[src/ldc_pkg.sv]
// shared constants for the link delay calibration block
`default_nettype none
package ldc_pkg;
	// ************************************************
	// widths
	// ************************************************
	localparam int DATA_W   = 32;
	localparam int ADDR_W   = 8;
	localparam int FRAC_W   = 8;
	localparam int CYC_W    = 16;
	localparam int DELAY_W  = CYC_W + FRAC_W;
	localparam int POS_W    = 8;
	localparam int RTD_W    = 21;
	localparam int CTRL_W   = 16;
	localparam int STAT_W   = 2;
	localparam int BYTE_W   = 8;

	// ************************************************
	// register offsets
	// ************************************************
	localparam logic [ADDR_W-1:0] OFS_ST_CTRL_A = 8'h00;
	localparam logic [ADDR_W-1:0] OFS_ST_TARGET = 8'h04;
	localparam logic [ADDR_W-1:0] OFS_SLV_SEL   = 8'h08;
	localparam logic [ADDR_W-1:0] OFS_MST_SEL   = 8'h0c;
	localparam logic [ADDR_W-1:0] OFS_WR_MTX    = 8'h10;
	localparam logic [ADDR_W-1:0] OFS_ST_STATUS = 8'h14;
	localparam logic [ADDR_W-1:0] OFS_RTD       = 8'h18;
	localparam logic [ADDR_W-1:0] OFS_TX_DELAY  = 8'h1c;

	// ************************************************
	// field positions
	// ************************************************
	localparam int BIT_CAL_EN    = 0;
	localparam int BIT_AUTO_HF   = 1;
	localparam int BIT_CHECK     = 2;
	localparam int BIT_SEL_HF    = 0;
	localparam int POS_LSB       = 8;
	localparam int BIT_RTD_VALID = 31;
	localparam int STAT_BUSY_LSB = 24;
	localparam int CTRL_REQ      = 15;
	localparam int CTRL_DIR      = 14;
	localparam int STS_ACK       = 0;
	localparam int STS_DONE      = 1;

	// ************************************************
	// reset values and fixed figures
	// ************************************************
	localparam logic [DELAY_W-1:0] RST_DELAY    = 24'h000000;
	localparam logic [POS_W-1:0]   RST_POS      = 8'h00;
	localparam logic [DELAY_W-1:0] TX_FIXED_DLY = 24'h000400;
	localparam logic [13:0]        PHASE_STEPS  = 14'h0001;
	localparam logic [1:0]         HF_BYTES     = 2'h3;
	localparam int FRAME_TIME_US = 10000;
	localparam int CLK_MHZ       = 125;
	localparam int FRAME_CYCLES  = FRAME_TIME_US * CLK_MHZ;

	typedef enum logic [2:0] {
		LDC_IDLE = 3'b001,
		LDC_REQ  = 3'b010,
		LDC_WAIT = 3'b100
	} ldc_phase_state_type;
endpackage
`default_nettype wire

[src/ldc_top.sv]
// link delay accounting, round-trip measurement and single-trip calibration
//
// Behaviour
// RL1: tx path delay spans frame first bit at aux input to serial link start.
// RL2: tx elastic buffer delay, clock phase included, is a measured variable term.
// RL3: tx bitslip delay is added only in the radio-equipment slave role.
// RL4: masters measure round-trip delay from internal tx frame to rx frame start.
// RL5: software reads round-trip value periodically, checks drift within 16.276 ns.
// RL6: multi-hop total sums hops and routers, minus all but final loopback.
// RL7: single-trip calibration acts only while the enable bit is set.
// RL8: software programs target as whole cycles plus fractional steps.
// RL9: slave reports measured single-trip variable delay in a status field.
// RL10: consistency check runs on manual request or once per hyperframe.
// RL11: after each check the receive delay moves toward the target.
// RL12: receive delay moves by shifting core clock phase, not adding stages.
// RL13: measured single-trip delay uses the master's supplied tx delay.
// RL14: master selects hyperframe insertion or system register write of tx delay.
// RL15: slave selects hyperframe extraction or its own register for tx delay.
// RL16: software programs matching selections and positions at both ends.
// RL17: a foreign master must deliver a correct tx delay where slave expects.
// RL18: software may write an application-chosen tx delay instead.
// RL19: phase unit link is a two-bit status input and sixteen-bit control.
// RL20: too long shortens receive delay, too short lengthens it, equal holds.
`timescale 1ns/1ps
`default_nettype none
module ldc_top #(
	parameter int FRAME_CYCLES = ldc_pkg::FRAME_CYCLES
) (
	// clock and reset
	input  wire logic                        clk,
	input  wire logic                        rst_b,
	// apb slave
	input  wire logic                        psel,
	input  wire logic                        penable,
	input  wire logic                        pwrite,
	input  wire logic [ldc_pkg::ADDR_W-1:0]  paddr,
	input  wire logic [ldc_pkg::DATA_W-1:0]  pwdata,
	output var  logic [ldc_pkg::DATA_W-1:0]  prdata,
	output var  logic                        pready,
	output var  logic                        pslverr,
	// core role
	input  wire logic                        role_master,
	input  wire logic                        role_re_slave,
	// tx path delay terms
	input  wire logic [ldc_pkg::DELAY_W-1:0] txbuf_delay,
	input  wire logic [ldc_pkg::DELAY_W-1:0] tx_slip_delay,
	// radio frame access points
	input  wire logic                        tx_frame_start,
	input  wire logic                        rx_frame_start,
	// hyperframe control word slots
	input  wire logic                        hf_start,
	input  wire logic                        bf_strobe,
	input  wire logic [ldc_pkg::POS_W-1:0]   hf_index,
	input  wire logic [ldc_pkg::BYTE_W-1:0]  cw_rx_byte,
	output var  logic [ldc_pkg::BYTE_W-1:0]  cw_tx_byte,
	output var  logic                        cw_tx_valid,
	// slave local receive variable delay
	input  wire logic [ldc_pkg::DELAY_W-1:0] rx_var_delay,
	// phase control unit
	input  wire logic [ldc_pkg::STAT_W-1:0]  cal_status,
	output var  logic [ldc_pkg::CTRL_W-1:0]  cal_ctrl
);
	import ldc_pkg::*;

	// ************************************************
	// registers
	// ************************************************
	logic               cal_en_q;
	logic               auto_hf_q;
	logic               check_q;
	logic [DELAY_W-1:0] target_q;
	logic               slv_hf_q;
	logic [POS_W-1:0]   slv_pos_q;
	logic               mst_hf_q;
	logic [POS_W-1:0]   mst_pos_q;
	logic [DELAY_W-1:0] wr_mtx_q;
	logic [DELAY_W-1:0] mtx_rx_q;
	logic [DELAY_W-1:0] mtx_asm_q;
	logic [DELAY_W-1:0] tx_delay_q;
	logic [DELAY_W-1:0] st_meas_q;
	logic [RTD_W-1:0]   rtd_cnt_q;
	logic               rtd_run_q;
	logic [RTD_W-1:0]   rtd_q;
	logic               rtd_valid_q;
	logic [STAT_W-1:0]  status_s;
	logic               busy;

	// ************************************************
	// apb decode
	// ************************************************
	wire setup     = psel && !penable;
	wire access    = psel && penable && pready;
	wire wr_en     = access && pwrite;
	wire hit_ctrl  = paddr == OFS_ST_CTRL_A;
	wire hit_tgt   = paddr == OFS_ST_TARGET;
	wire hit_slv   = paddr == OFS_SLV_SEL;
	wire hit_mst   = paddr == OFS_MST_SEL;
	wire hit_wmtx  = paddr == OFS_WR_MTX;
	wire hit_stat  = paddr == OFS_ST_STATUS;
	wire hit_rtd   = paddr == OFS_RTD;
	wire hit_txd   = paddr == OFS_TX_DELAY;
	wire hit_any   = hit_ctrl || hit_tgt || hit_slv || hit_mst || hit_wmtx || hit_stat || hit_rtd || hit_txd;
	wire wr_ctrl   = wr_en && hit_ctrl;
	wire wr_tgt    = wr_en && hit_tgt;
	wire wr_slv    = wr_en && hit_slv;
	wire wr_mst    = wr_en && hit_mst;
	wire wr_wmtx   = wr_en && hit_wmtx;

	wire [DATA_W-1:0] rd_ctrl = {29'h0, 1'b0, auto_hf_q, cal_en_q};
	wire [DATA_W-1:0] rd_tgt  = {8'h00, target_q};
	wire [DATA_W-1:0] rd_slv  = {16'h0000, slv_pos_q, 7'h00, slv_hf_q};
	wire [DATA_W-1:0] rd_mst  = {16'h0000, mst_pos_q, 7'h00, mst_hf_q};
	wire [DATA_W-1:0] rd_wmtx = {8'h00, wr_mtx_q};
	wire [DATA_W-1:0] rd_stat = {5'h00, busy, status_s, st_meas_q};
	wire [DATA_W-1:0] rd_rtd  = {rtd_valid_q, 10'h000, rtd_q};
	wire [DATA_W-1:0] rd_txd  = {8'h00, tx_delay_q};

	wire [DATA_W-1:0] rd_mux =
		hit_ctrl ? rd_ctrl :
		hit_tgt  ? rd_tgt  :
		hit_slv  ? rd_slv  :
		hit_mst  ? rd_mst  :
		hit_wmtx ? rd_wmtx :
		hit_stat ? rd_stat :
		hit_rtd  ? rd_rtd  :
		hit_txd  ? rd_txd  : 32'h00000000;

	// ready rises one edge after setup, so every access has no wait state
	always_ff @(posedge clk or negedge rst_b) begin
		if (!rst_b) begin
			pready  <= 1'b0;
			prdata  <= '0;
			pslverr <= 1'b0;
		end else begin
			pready  <= setup;
			prdata  <= setup && !pwrite ? rd_mux : '0;
			pslverr <= setup && !hit_any;
		end
	end

	// ************************************************
	// control registers
	// ************************************************
	always_ff @(posedge clk or negedge rst_b) begin
		if (!rst_b) begin
			cal_en_q  <= 1'b0;
			auto_hf_q <= 1'b0;
		end else if (wr_ctrl) begin
			cal_en_q  <= pwdata[BIT_CAL_EN]; // RL7
			auto_hf_q <= pwdata[BIT_AUTO_HF];
		end
	end

	// manual check is a write pulse, not stored
	always_ff @(posedge clk or negedge rst_b) begin
		if (!rst_b)
			check_q <= 1'b0;
		else
			check_q <= (wr_ctrl && pwdata[BIT_CHECK]) || (auto_hf_q && hf_start); // RL10
	end

	// whole cycles above fractional steps
	always_ff @(posedge clk or negedge rst_b) begin
		if (!rst_b)
			target_q <= RST_DELAY;
		else if (wr_tgt)
			target_q <= pwdata[DELAY_W-1:0]; // RL8
	end

	always_ff @(posedge clk or negedge rst_b) begin
		if (!rst_b) begin
			slv_hf_q  <= 1'b0;
			slv_pos_q <= RST_POS;
		end else if (wr_slv) begin
			slv_hf_q  <= pwdata[BIT_SEL_HF]; // RL15
			slv_pos_q <= pwdata[POS_LSB +: POS_W];
		end
	end

	always_ff @(posedge clk or negedge rst_b) begin
		if (!rst_b) begin
			mst_hf_q  <= 1'b0;
			mst_pos_q <= RST_POS;
		end else if (wr_mst) begin
			mst_hf_q  <= pwdata[BIT_SEL_HF]; // RL14
			mst_pos_q <= pwdata[POS_LSB +: POS_W];
		end
	end

	// system-written or application-chosen master tx delay
	always_ff @(posedge clk or negedge rst_b) begin
		if (!rst_b)
			wr_mtx_q <= RST_DELAY;
		else if (wr_wmtx)
			wr_mtx_q <= pwdata[DELAY_W-1:0]; // RL18
	end

	// ************************************************
	// tx path delay
	// ************************************************
	wire [DELAY_W-1:0] slip_term = role_re_slave ? tx_slip_delay : RST_DELAY; // RL3
	wire [DELAY_W-1:0] tx_delay_d = DELAY_W'(TX_FIXED_DLY + txbuf_delay + slip_term); // RL2

	always_ff @(posedge clk or negedge rst_b) begin
		if (!rst_b)
			tx_delay_q <= RST_DELAY;
		else
			tx_delay_q <= tx_delay_d; // RL1
	end

	// ************************************************
	// round-trip measurement
	// ************************************************
	wire rtd_limit = rtd_cnt_q == RTD_W'(FRAME_CYCLES - 1);

	always_ff @(posedge clk or negedge rst_b) begin
		if (!rst_b) begin
			rtd_cnt_q <= '0;
			rtd_run_q <= 1'b0;
		end else if (role_master && tx_frame_start) begin
			rtd_cnt_q <= '0;
			rtd_run_q <= 1'b1;
		end else if (rtd_run_q && (rx_frame_start || rtd_limit)) begin
			rtd_run_q <= 1'b0;
		end else if (rtd_run_q) begin
			rtd_cnt_q <= RTD_W'(rtd_cnt_q + 1'b1);
		end
	end

	// sap to sap in core clock cycles
	always_ff @(posedge clk or negedge rst_b) begin
		if (!rst_b) begin
			rtd_q       <= '0;
			rtd_valid_q <= 1'b0;
		end else if (!role_master) begin
			rtd_valid_q <= 1'b0;
		end else if (rtd_run_q && rx_frame_start) begin
			rtd_q       <= rtd_cnt_q; // RL4
			rtd_valid_q <= 1'b1;
		end
	end

	// ************************************************
	// hyperframe transport of the master tx delay
	// ************************************************
	wire [POS_W-1:0] mst_off = POS_W'(hf_index - mst_pos_q);
	wire [POS_W-1:0] slv_off = POS_W'(hf_index - slv_pos_q);
	wire mst_slot = role_master && mst_hf_q && bf_strobe && mst_off < POS_W'(HF_BYTES);
	wire slv_slot = !role_master && slv_hf_q && bf_strobe && slv_off < POS_W'(HF_BYTES);
	wire slv_last = slv_slot && slv_off == POS_W'(HF_BYTES - 2'h1);
	wire [BYTE_W-1:0] tx_sel_byte = tx_delay_q[mst_off[1:0]*BYTE_W +: BYTE_W];

	// least significant byte first from the programmed position
	always_ff @(posedge clk or negedge rst_b) begin
		if (!rst_b) begin
			cw_tx_byte  <= '0;
			cw_tx_valid <= 1'b0;
		end else begin
			cw_tx_byte  <= mst_slot ? tx_sel_byte : '0; // RL14
			cw_tx_valid <= mst_slot;
		end
	end

	always_ff @(posedge clk or negedge rst_b) begin
		if (!rst_b)
			mtx_asm_q <= RST_DELAY;
		else if (slv_slot)
			mtx_asm_q[slv_off[1:0]*BYTE_W +: BYTE_W] <= cw_rx_byte; // RL15
	end

	// commit only a complete value so a half-received one is never used
	always_ff @(posedge clk or negedge rst_b) begin
		if (!rst_b)
			mtx_rx_q <= RST_DELAY;
		else if (slv_last)
			mtx_rx_q <= {cw_rx_byte, mtx_asm_q[2*BYTE_W-1:0]}; // RL17
	end

	// ************************************************
	// single-trip measurement and calibration
	// ************************************************
	wire [DELAY_W-1:0] mtx_sel   = slv_hf_q ? mtx_rx_q : wr_mtx_q; // RL15
	wire [DELAY_W-1:0] st_meas_d = DELAY_W'(mtx_sel + rx_var_delay); // RL13

	always_ff @(posedge clk or negedge rst_b) begin
		if (!rst_b)
			st_meas_q <= RST_DELAY;
		else
			st_meas_q <= st_meas_d; // RL9
	end

	ldc_sync #(
		.W(STAT_W)
	) u_status_sync (
		.clk  (clk),
		.rst_b(rst_b),
		.din  (cal_status), // RL19
		.dout (status_s)
	);

	ldc_phase_step u_phase (
		.clk     (clk),
		.rst_b   (rst_b),
		.en      (cal_en_q && !role_master), // RL7
		.check   (check_q), // RL11
		.measured(st_meas_q),
		.target  (target_q),
		.status_s(status_s),
		.cal_ctrl(cal_ctrl), // RL19
		.busy    (busy)
	);
endmodule
`default_nettype wire

[src/ldc_sync.sv]
// two flip-flop level synchroniser
`timescale 1ns/1ps
`default_nettype none
module ldc_sync #(
	parameter int W = 1
) (
	// clock and reset
	input  wire logic         clk,
	input  wire logic         rst_b,
	// data
	input  wire logic [W-1:0] din,
	output var  logic [W-1:0] dout
);
	logic [W-1:0] meta_q;

	always_ff @(posedge clk or negedge rst_b) begin
		if (!rst_b) begin
			meta_q <= '0;
			dout   <= '0;
		end else begin
			meta_q <= din;
			dout   <= meta_q;
		end
	end
endmodule
`default_nettype wire

[src/ldc_phase_step.sv]
// phase shift request sequencer toward the external phase control unit
`timescale 1ns/1ps
`default_nettype none
module ldc_phase_step (
	// clock and reset
	input  wire logic                        clk,
	input  wire logic                        rst_b,
	// control
	input  wire logic                        en,
	input  wire logic                        check,
	input  wire logic [ldc_pkg::DELAY_W-1:0] measured,
	input  wire logic [ldc_pkg::DELAY_W-1:0] target,
	// phase control unit
	input  wire logic [ldc_pkg::STAT_W-1:0]  status_s,
	output var  logic [ldc_pkg::CTRL_W-1:0]  cal_ctrl,
	// state
	output var  logic                        busy
);
	import ldc_pkg::*;

	ldc_phase_state_type state_q;
	ldc_phase_state_type state_d;
	logic dir_q;
	logic dir_d;
	wire  too_long  = measured > target;
	wire  too_short = measured < target;
	wire  start     = en && check && (too_long || too_short);

	always_comb begin
		state_d = state_q;
		dir_d   = dir_q;
		case (state_q)
			LDC_IDLE: begin
				if (start) begin
					// 1 lengthens the receive delay, 0 shortens it
					dir_d   = too_short; // RL20
					state_d = LDC_REQ;
				end
			end
			LDC_REQ: begin
				if (!en)
					state_d = LDC_IDLE;
				else if (status_s[STS_ACK])
					state_d = LDC_WAIT;
			end
			LDC_WAIT: begin
				if (status_s[STS_DONE] && !status_s[STS_ACK])
					state_d = LDC_IDLE;
			end
			default: state_d = LDC_IDLE;
		endcase
	end

	always_ff @(posedge clk or negedge rst_b) begin
		if (!rst_b) begin
			state_q  <= LDC_IDLE;
			dir_q    <= 1'b0;
			cal_ctrl <= '0;
			busy     <= 1'b0;
		end else begin
			state_q  <= state_d;
			dir_q    <= dir_d;
			// shift the core clock phase, no pipeline stages added
			cal_ctrl <= (state_d == LDC_REQ) ? {1'b1, dir_d, PHASE_STEPS} : '0; // RL12
			busy     <= state_d != LDC_IDLE;
		end
	end
endmodule
`default_nettype wire

[config.mk]
export PLATFORM = sky130hd
export DESIGN_NAME = ldc_top
export DESIGN_NICKNAME = d
export VERILOG_FILES = /design/src/ldc_pkg.sv /design/src/ldc_top.sv /design/src/ldc_sync.sv /design/src/ldc_phase_step.sv
export SDC_FILE = /design/constraint.sdc
export NUM_CORES = 1
export LEC_CHECK = 0
export ABC_AREA = 1
export BUFFER_PORTS_ARGS = -buffer_cell sky130_fd_sc_hd__buf_2
export CELL_PAD_IN_SITES_DETAIL_PLACEMENT = 1
export CELL_PAD_IN_SITES_GLOBAL_PLACEMENT = 2
export CORE_ASPECT_RATIO = 1.75
export CORE_MARGIN = 5
export CORE_UTILIZATION = 31
export DETAILED_ROUTE_END_ITERATION = 10
export MAX_ROUTING_LAYER = met4
export PLACE_DENSITY_LB_ADDON = 0.15
export SYNTH_ARGS = -nofsm -noshare
export SYNTH_HDL_FRONTEND = slang
export SYNTH_SLANG_ARGS = --single-unit
[constraint.sdc]
create_clock -name clk -period 2.6 [get_ports clk]
set_input_delay 0.13 -clock clk [delete_from_list [all_inputs] [get_ports clk]]
set_output_delay 0.13 -clock clk [all_outputs]
set_load 0.03 [all_outputs]
# --- Word level (Yosys, flattened, before mapping) ---
# Cells that the tools add are included.
classes:
  add_sub_neg: 7
  n_lt_le_gt_ge: 4
  eq_ne: 16
  n_shift: 3
  muxes: 28
  n_reduce_logical: 47
op_table:
  columns: ["cell", "count"]
  rows:
  - ["32-bit 2-to-1 mux", 8]
  - ["24-bit 2-to-1 mux", 3]
  - ["21-bit 2-to-1 mux", 3]
  - ["24-bit adder", 2]
  - ["5-bit negation with 34-bit output", 1]
  - ["8-bit by 34-bit variable shift with 24-bit output (first input constant)", 1]
  - ["8-bit by 34-bit indexed part select with 24-bit output", 1]
  - ["8-bit by 5-bit == test with 1-bit output (second input constant)", 4]
  - ["1-bit logical AND", 27]
  - ["11-bit by 24-bit adder with 24-bit output (first input constant)", 1]
  - ["24-bit bitwise mux", 1]
  - ["24-bit > comparator", 1]
  - ["24-bit < comparator", 1]
  - ["24-bit by 6-bit indexed part select with 8-bit output", 1]
  - ["21-bit by 1-bit adder with 21-bit output (second input constant)", 1]
  - ["21-bit == test (second input constant)", 1]
  - ["8-bit by 4-bit == test with 1-bit output (second input constant)", 2]
  - ["8-bit by 2-bit < comparator with 1-bit output (second input constant)", 2]
  - ["16-bit 2-to-1 mux", 1]
  - ["8-bit subtractor", 2]
  - ["3-bit 2-to-1 mux", 4]
  - ["1-bit logical OR", 10]
  - ["3-bit case mux with 3 select lines", 1]
  - ["8-bit by 2-bit == test with 1-bit output (second input constant)", 1]
  - ["other kinds (13)", 25]
word_totals:
  regBits: 277
  in_bits: 141
  output_inout_bits: 59

# --- Longest topological paths before layout ---
logic_depth:
  ltp_word: 10
  mapped_depth: 17
  mapped_depth_nobuf: 16

# --- By module ---
# A second synthesis with hierarchy kept.
unflattened:
  hier_cells: 2076
  hier_area_um2: 15660.0
by_module_without_submodules:
  columns: ["module", "n_inst", "cells_each", "area_per_inst_um2", "seq_area_each_um2"]
  rows:
  - ["ldc_top", 1, 1912, 14458.9, 6005.8]
  - ["ldc_phase_step", 1, 160, 1101.1, 176.4]
  - ["ldc_sync", 1, 4, 100.1, 100.1]

# --- Worst setup path before layout ---
# OpenSTA, ideal clock, no wires.
synth_timing:
  path_type: "reg-to-reg"
  startpoint: "register slv_hf_q"
  endpoint: "register st_meas_q[10]"
  setup_time_ns: 0.124
  arrival_time_ns: 2.324
  t_required_ns: 2.476
  path_slack_ns: 0.151
  stages_incl_launch_ff: 13
  path_buffers: 2
  cell_sequence: "dfrtp_1 -> buf_2 -> clkbuf_1 -> nand2_1 -> o21ai_0 -> ha_1 -> inv_1 -> fa_1 -> o21ai_1 -> a21boi_0 -> o21ai_1 -> a21oi_1 -> xnor2_1"
synth_between:
  elab_chain_len: 2
synth_rtl:
  columns: ["element", "line_no", "text"]
  rows:
  - ["start, declared", "ldc_top.sv:72", "logic slv_hf_q;"]
  - ["start signal, assigned", "ldc_top.sv:175", "slv_hf_q <= pwdata[BIT_SEL_HF];"]
  - ["24-bit 2-to-1 mux", "ldc_top.sv:282", "wire [DELAY_W-1:0] mtx_sel = slv_hf_q ? mtx_rx_q : wr_mtx_q;"]
  - ["24-bit adder", "ldc_top.sv:283", "wire [DELAY_W-1:0] st_meas_d = DELAY_W'(mtx_sel + rx_var_delay);"]
  - ["via st_meas_d[10]", "ldc_top.sv:283", null]
  - ["end signal, assigned", "ldc_top.sv:289", "st_meas_q <= st_meas_d;"]
  - ["end, declared", "ldc_top.sv:80", "logic [DELAY_W-1:0] st_meas_q;"]
# The timed path passes the listed nets, and every way through them passes these cells.
# A chain may end at the register's enable or synchronous reset.

# --- Final worst setup path ---
layout_timing:
  startpoint: "register slv_pos_q[0]"
  endpoint: "register mtx_rx_q[18]"
layout_between:
  elab_chain_len: 4
  elab_cells_between_ends: 5
  cone_classes: "add/sub (1); order compare (1); eq/ne (1); reduce/logical (2)"
layout_rtl:
  columns: ["element", "line_no", "text"]
  rows:
  - ["start, declared", "ldc_top.sv:73", "logic [POS_W-1:0] slv_pos_q;"]
  - ["start signal, assigned", "ldc_top.sv:176", "slv_pos_q <= pwdata[POS_LSB +: POS_W];"]
  - ["8-bit subtractor *", "ldc_top.sv:247", "wire [POS_W-1:0] slv_off = POS_W'(hf_index - slv_pos_q);"]
  - ["8-bit by 2-bit < comparator with 1-bit output", "ldc_top.sv:249", "wire slv_slot = !role_master && slv_hf_q && bf_strobe && slv_off < POS_W'(HF_BYTES);"]
  - ["1-bit logical AND", "ldc_top.sv:249", null]
  - ["1-bit logical AND *", "ldc_top.sv:250", "wire slv_last = slv_slot && slv_off == POS_W'(HF_BYTES - 2'h1);"]
  - ["end signal, assigned", "ldc_top.sv:276", "mtx_rx_q <= {cw_rx_byte, mtx_asm_q[2*BYTE_W-1:0]};"]
  - ["end, declared", "ldc_top.sv:77", "logic [DELAY_W-1:0] mtx_rx_q;"]
# Mark *: on every way between the ends. The rest lies on a longest branch, timed or not.

==> metrics.md <==
| Metric | Value |
|---|---|
| Largest net degree at the start of global routing | `88` |
| FP Rows | `107` |
| Core Area | `48500 µm²` |
| Fillers | `5978` |
| CTS tree | `done` |
| Clk Latency, worst-skew pair | `0.57 ns` |
| # setup viols final | `3` |
| Synthesized instance count | `1917` |
| RSZ-0062 raised after global routing | `true` |
| Clk sink count | `251` |
| Main synth FF type | `dfrtp_1` |
| Worst-margin pin slew | `0.639 ns` |
| Failing checks | `setup timing` |
| Total power per unit cell area | `500 nW/µm²` |
| Placer Congestion | `0.900` |
| IO Count | `200` |
| Clock root buffer | `clkbuf_16` |
| Layout Nets | `2476` |
| Worst hold stages | `3` |
| Final min period | `2.60 ns` |
| Critical Path, Cell by Cell | `ha_2, inv_2, fa_2, ha_4, inv_2, nand4_1, nor2_1, nand3_1, nor2_1, nand3_1, nor2_2, buf_12, nand3_4, buf_12, nand2_1, nand2_1` |
| Area delta synth->final | `26.2%` |
| Synthesis Warnings | `0` |
| Top cells by area, synth | `dfrtp_1 (41%), nand2_1 (12%), ha_1 (9.3%)` |
| Synth top area share | `41.5%` |
| Initial Utilization | `31.1%` |
| Yosys cell types | `49` |
| Sequential-to-total area share from yosys stat | `41.7%` |
| DRT iter0 DRCs | `541` |
| Crit path DAT | `3.06 ns` |
| Data required, critical path | `3.06 ns` |
| Clock buffer depth | `3` |
| DRC violations left | `0` |
| DP HPWL | `47700 µm` |
| Final TNS setup | `-0.00876 ns` |
| Worst relative slew slack | `57.0%` |
| Worst Hold Class | `in -> reg` |
| Status | `finished with violations` |
| Htree depth | `1` |
| Via density | `4.90` |
| Mapped Area | `15100 µm²` |
| Max IR drop VDD | `444 µV` |
| Fraction of registers with async set/reset | `100%` |
| Period Utilization, post-route | `100%` |
| Initial antenna violation count | `0` |
| Die Area | `53300 µm²` |
| Diode count | `0` |
| Worst setup margin | `-0.00325 ns` |
| Vias in the first global route | `15800` |
| Slew Viols, Final | `0` |
| Overall Global Routing Usage | `22.6%` |
| Hold endpoint | `st_meas_q[22]$_DFF_PN0_` |
| Total wire length | `59400 µm` |
| First drt pass iteration count | `5` |
| Post-synth top area cell | `dfrtp_1` |
| Crit path kind | `reg -> reg` |
| Die Ht | `302 µm` |
| Chip Width | `177 µm` |
| Share of cells above drive strength 1 | `17.7%` |
| Pleak | `9.73 nW` |
| Critical Path End Type | `register` |
| Fin. Hold Viols | `0` |
| Via count | `14200` |
| Syn avg cell area | `7.87 µm²` |
| Critical path origin | `slv_pos_q[0]$_DFFE_PN0P_` |
| FF-to-FF Start | `slv_pos_q[0]$_DFFE_PN0P_` |
| Fmax | `0.384 GHz` |
| Synth Register Bits | `251` |
| WL/cell | `20.5 µm` |
| Final hold slack | `0.0241 ns` |
| Port Buffers | `174` |
| EDFF count, synth | `0` |
| Total clock buffers created by CTS | `27` |
| First-pass GRT wire length | `90500 µm` |
| Hold Path Origin | `rx_var_delay[22]` |
| Worst path max stage delay | `0.47 ns` |
| Clk_skew | `0.0160 ns` |
| Depth of the most critical reg-to-reg path | `16` |
| Worst path slowest cell | `fa_2` |
| Total gr overflow | `0` |
| Post-route ant nets | `0` |
| Reg2reg end | `mtx_rx_q[18]$_DFFE_PN0P_` |
| Startpoint Class | `register` |
| Clk slew on worst S/H paths | `0.07 ns` |
| Worst Path Max Fanout | `12` |
| Setup slack, reg-to-reg | `-0.003 ns` |
| MaxCap Viol Count | `0` |
how the worst max path moves through the flow:
| stage | end | slack [ns] | cells past startpoint |
|---|---|---|---|
| 2_1_floorplan | st_meas_q[10]$_DFF_PN0_ | 0.15 | 12 |
| 3_3_place_gp | st_meas_q[8]$_DFF_PN0_ | -0.07 | 10 |
| 3_5_place_dp | mtx_asm_q[6]$_DFFE_PN0P_ | -0.11 | 15 |
| 4_1_cts | mtx_rx_q[8]$_DFFE_PN0P_ | -0.05 | 16 |
| 5_1_grt | mtx_rx_q[5]$_DFFE_PN0P_ | -0.20 | 16 |
| 6_report | mtx_rx_q[18]$_DFFE_PN0P_ | -0.003 | 16 |
cell usage after synthesis, drive strengths merged, types with 5 or more instances:
cell	n
a21o	5
a21oi	118
a22oi	8
buf	46
clkbuf	32
dfrtp	250
ha	112
inv	244
mux2	10
nand2	480
nand3	81
nand3b	6
nand4	71
nor2	142
nor3	20
nor4	12
o2111ai	8
o211ai	10
o21ai	164
o31ai	8
xnor2	17
xor2	43
per-layer routing:
layer / part of all wire (%) / GRT usage, % / wire, µm
met1: 36 / 22.5 / 21400
met2: 57 / 45.2 / 34100
met3: 2.6 / 1.88 / 1570
met4: 3.9 / 8.00 / 2340
met5: 0 / - / 0
where the power goes:
| group | leakage (nW) | switching [mW] | internal, mW |
|---|---|---|---|
| Sequential | 3.37 | 0.0979 | 4.04 |
| Combinational | 5.92 | 0.831 | 0.479 |
| Clock | 0.446 | 1.75 | 2.31 |
| Total | 9.73 | 2.68 | 6.83 |
per-stage QoR:
step	cell area [µm²]	setup slack, ns	instances	util (%)	power [mW]
2_1_floorplan	15100	0.151	1933	-	4.87
3_3_place_gp	17300	-0.0748	2785	35.7	5.46
3_5_place_dp	17300	-0.112	2785	35.7	5.47
4_1_cts	18900	-0.0480	2893	39.0	9.65
5_1_grt	19000	-0.195	2894	39.3	9.93
6_report	19000	-0.00325	2894	39.3	9.52
state kept, by name (all words and copies together), names as in the netlist, 2 cells and up:
name                  cells
rtd_cnt_q                21
u_phase.state_q           3
cw_tx_byte                8
u_status_sync.dout        2
u_phase.cal_ctrl          2
target_q                 24
mtx_asm_q                16
wr_mtx_q                 24
mst_pos_q                 8
mtx_rx_q                 24
slv_pos_q                 8
tx_delay_q               24
st_meas_q                24
rtd_q                    21
prdata                   28
u_status_sync.meta_q      2
cell families after synthesis:
logic type / share of synthesized area, %
other cells: 0.0249
fa+ha+maj: 9.82
buf+inv: 8.72
flops: 41.7
compound gates: 12.4
simple gates: 23.0
mux: 0.813
xor+xnor: 3.53
area by class of cell:
class                   count  area (µm²)  area share [%]
inverters                 244         916            4.81
flip-flops and latches    251        6280            33.0
clock buffers              35         736            3.87
clock inverters            15         173           0.908
well taps                 654         818            4.30
repair buffers            335        2350            12.4
multi-input cells        1360        7750            40.7
placed cells by master, fill, tap and decap left out, drive strengths merged, types with 2 or more instances in the layout:
cell           n
xor2          43
o21ai        164
clkinvlp       2
a211oi         3
o31ai          8
dfrtp        250
a21oi        118
nor2         142
nand3         81
inv          247
buf          283
nand3b         6
bufinv         3
o221ai         4
o211ai        10
nand4         71
nor3          20
a21boi         2
o2111ai        8
mux2          10
fa             4
ha           112
a31oi          3
a21o           5
nor4          12
a22oi          8
a22o           2
nand2        480
dlygate4sd3   52
a31o           2
clkbuf        35
xnor2         17
clkinv         7
conb          17
critical path, delay by kind of cell, from the launching register on:
kind | cells | cell delay [ns]
and+or+nand+nor | 9 | 0.84
buffers and inverters | 4 | 0.45
DFF | 1 | 0.38
adders and majority gates | 3 | 0.83
timing repair:
| action | 4_1_cts | 5_1_grt |
|---|---|---|
| pin swaps | 0 | 1 |
| setup endpoints to repair | 45 | 56 |
| hold endpoints to repair | 231 | 0 |
| resized for setup | 31 | 28 |
| gates cloned | 2 | 0 |
| buffers inserted | 4 | 1 |
| hold buffers | 52 | 0 |
Power figures use the tool's default switching activity.
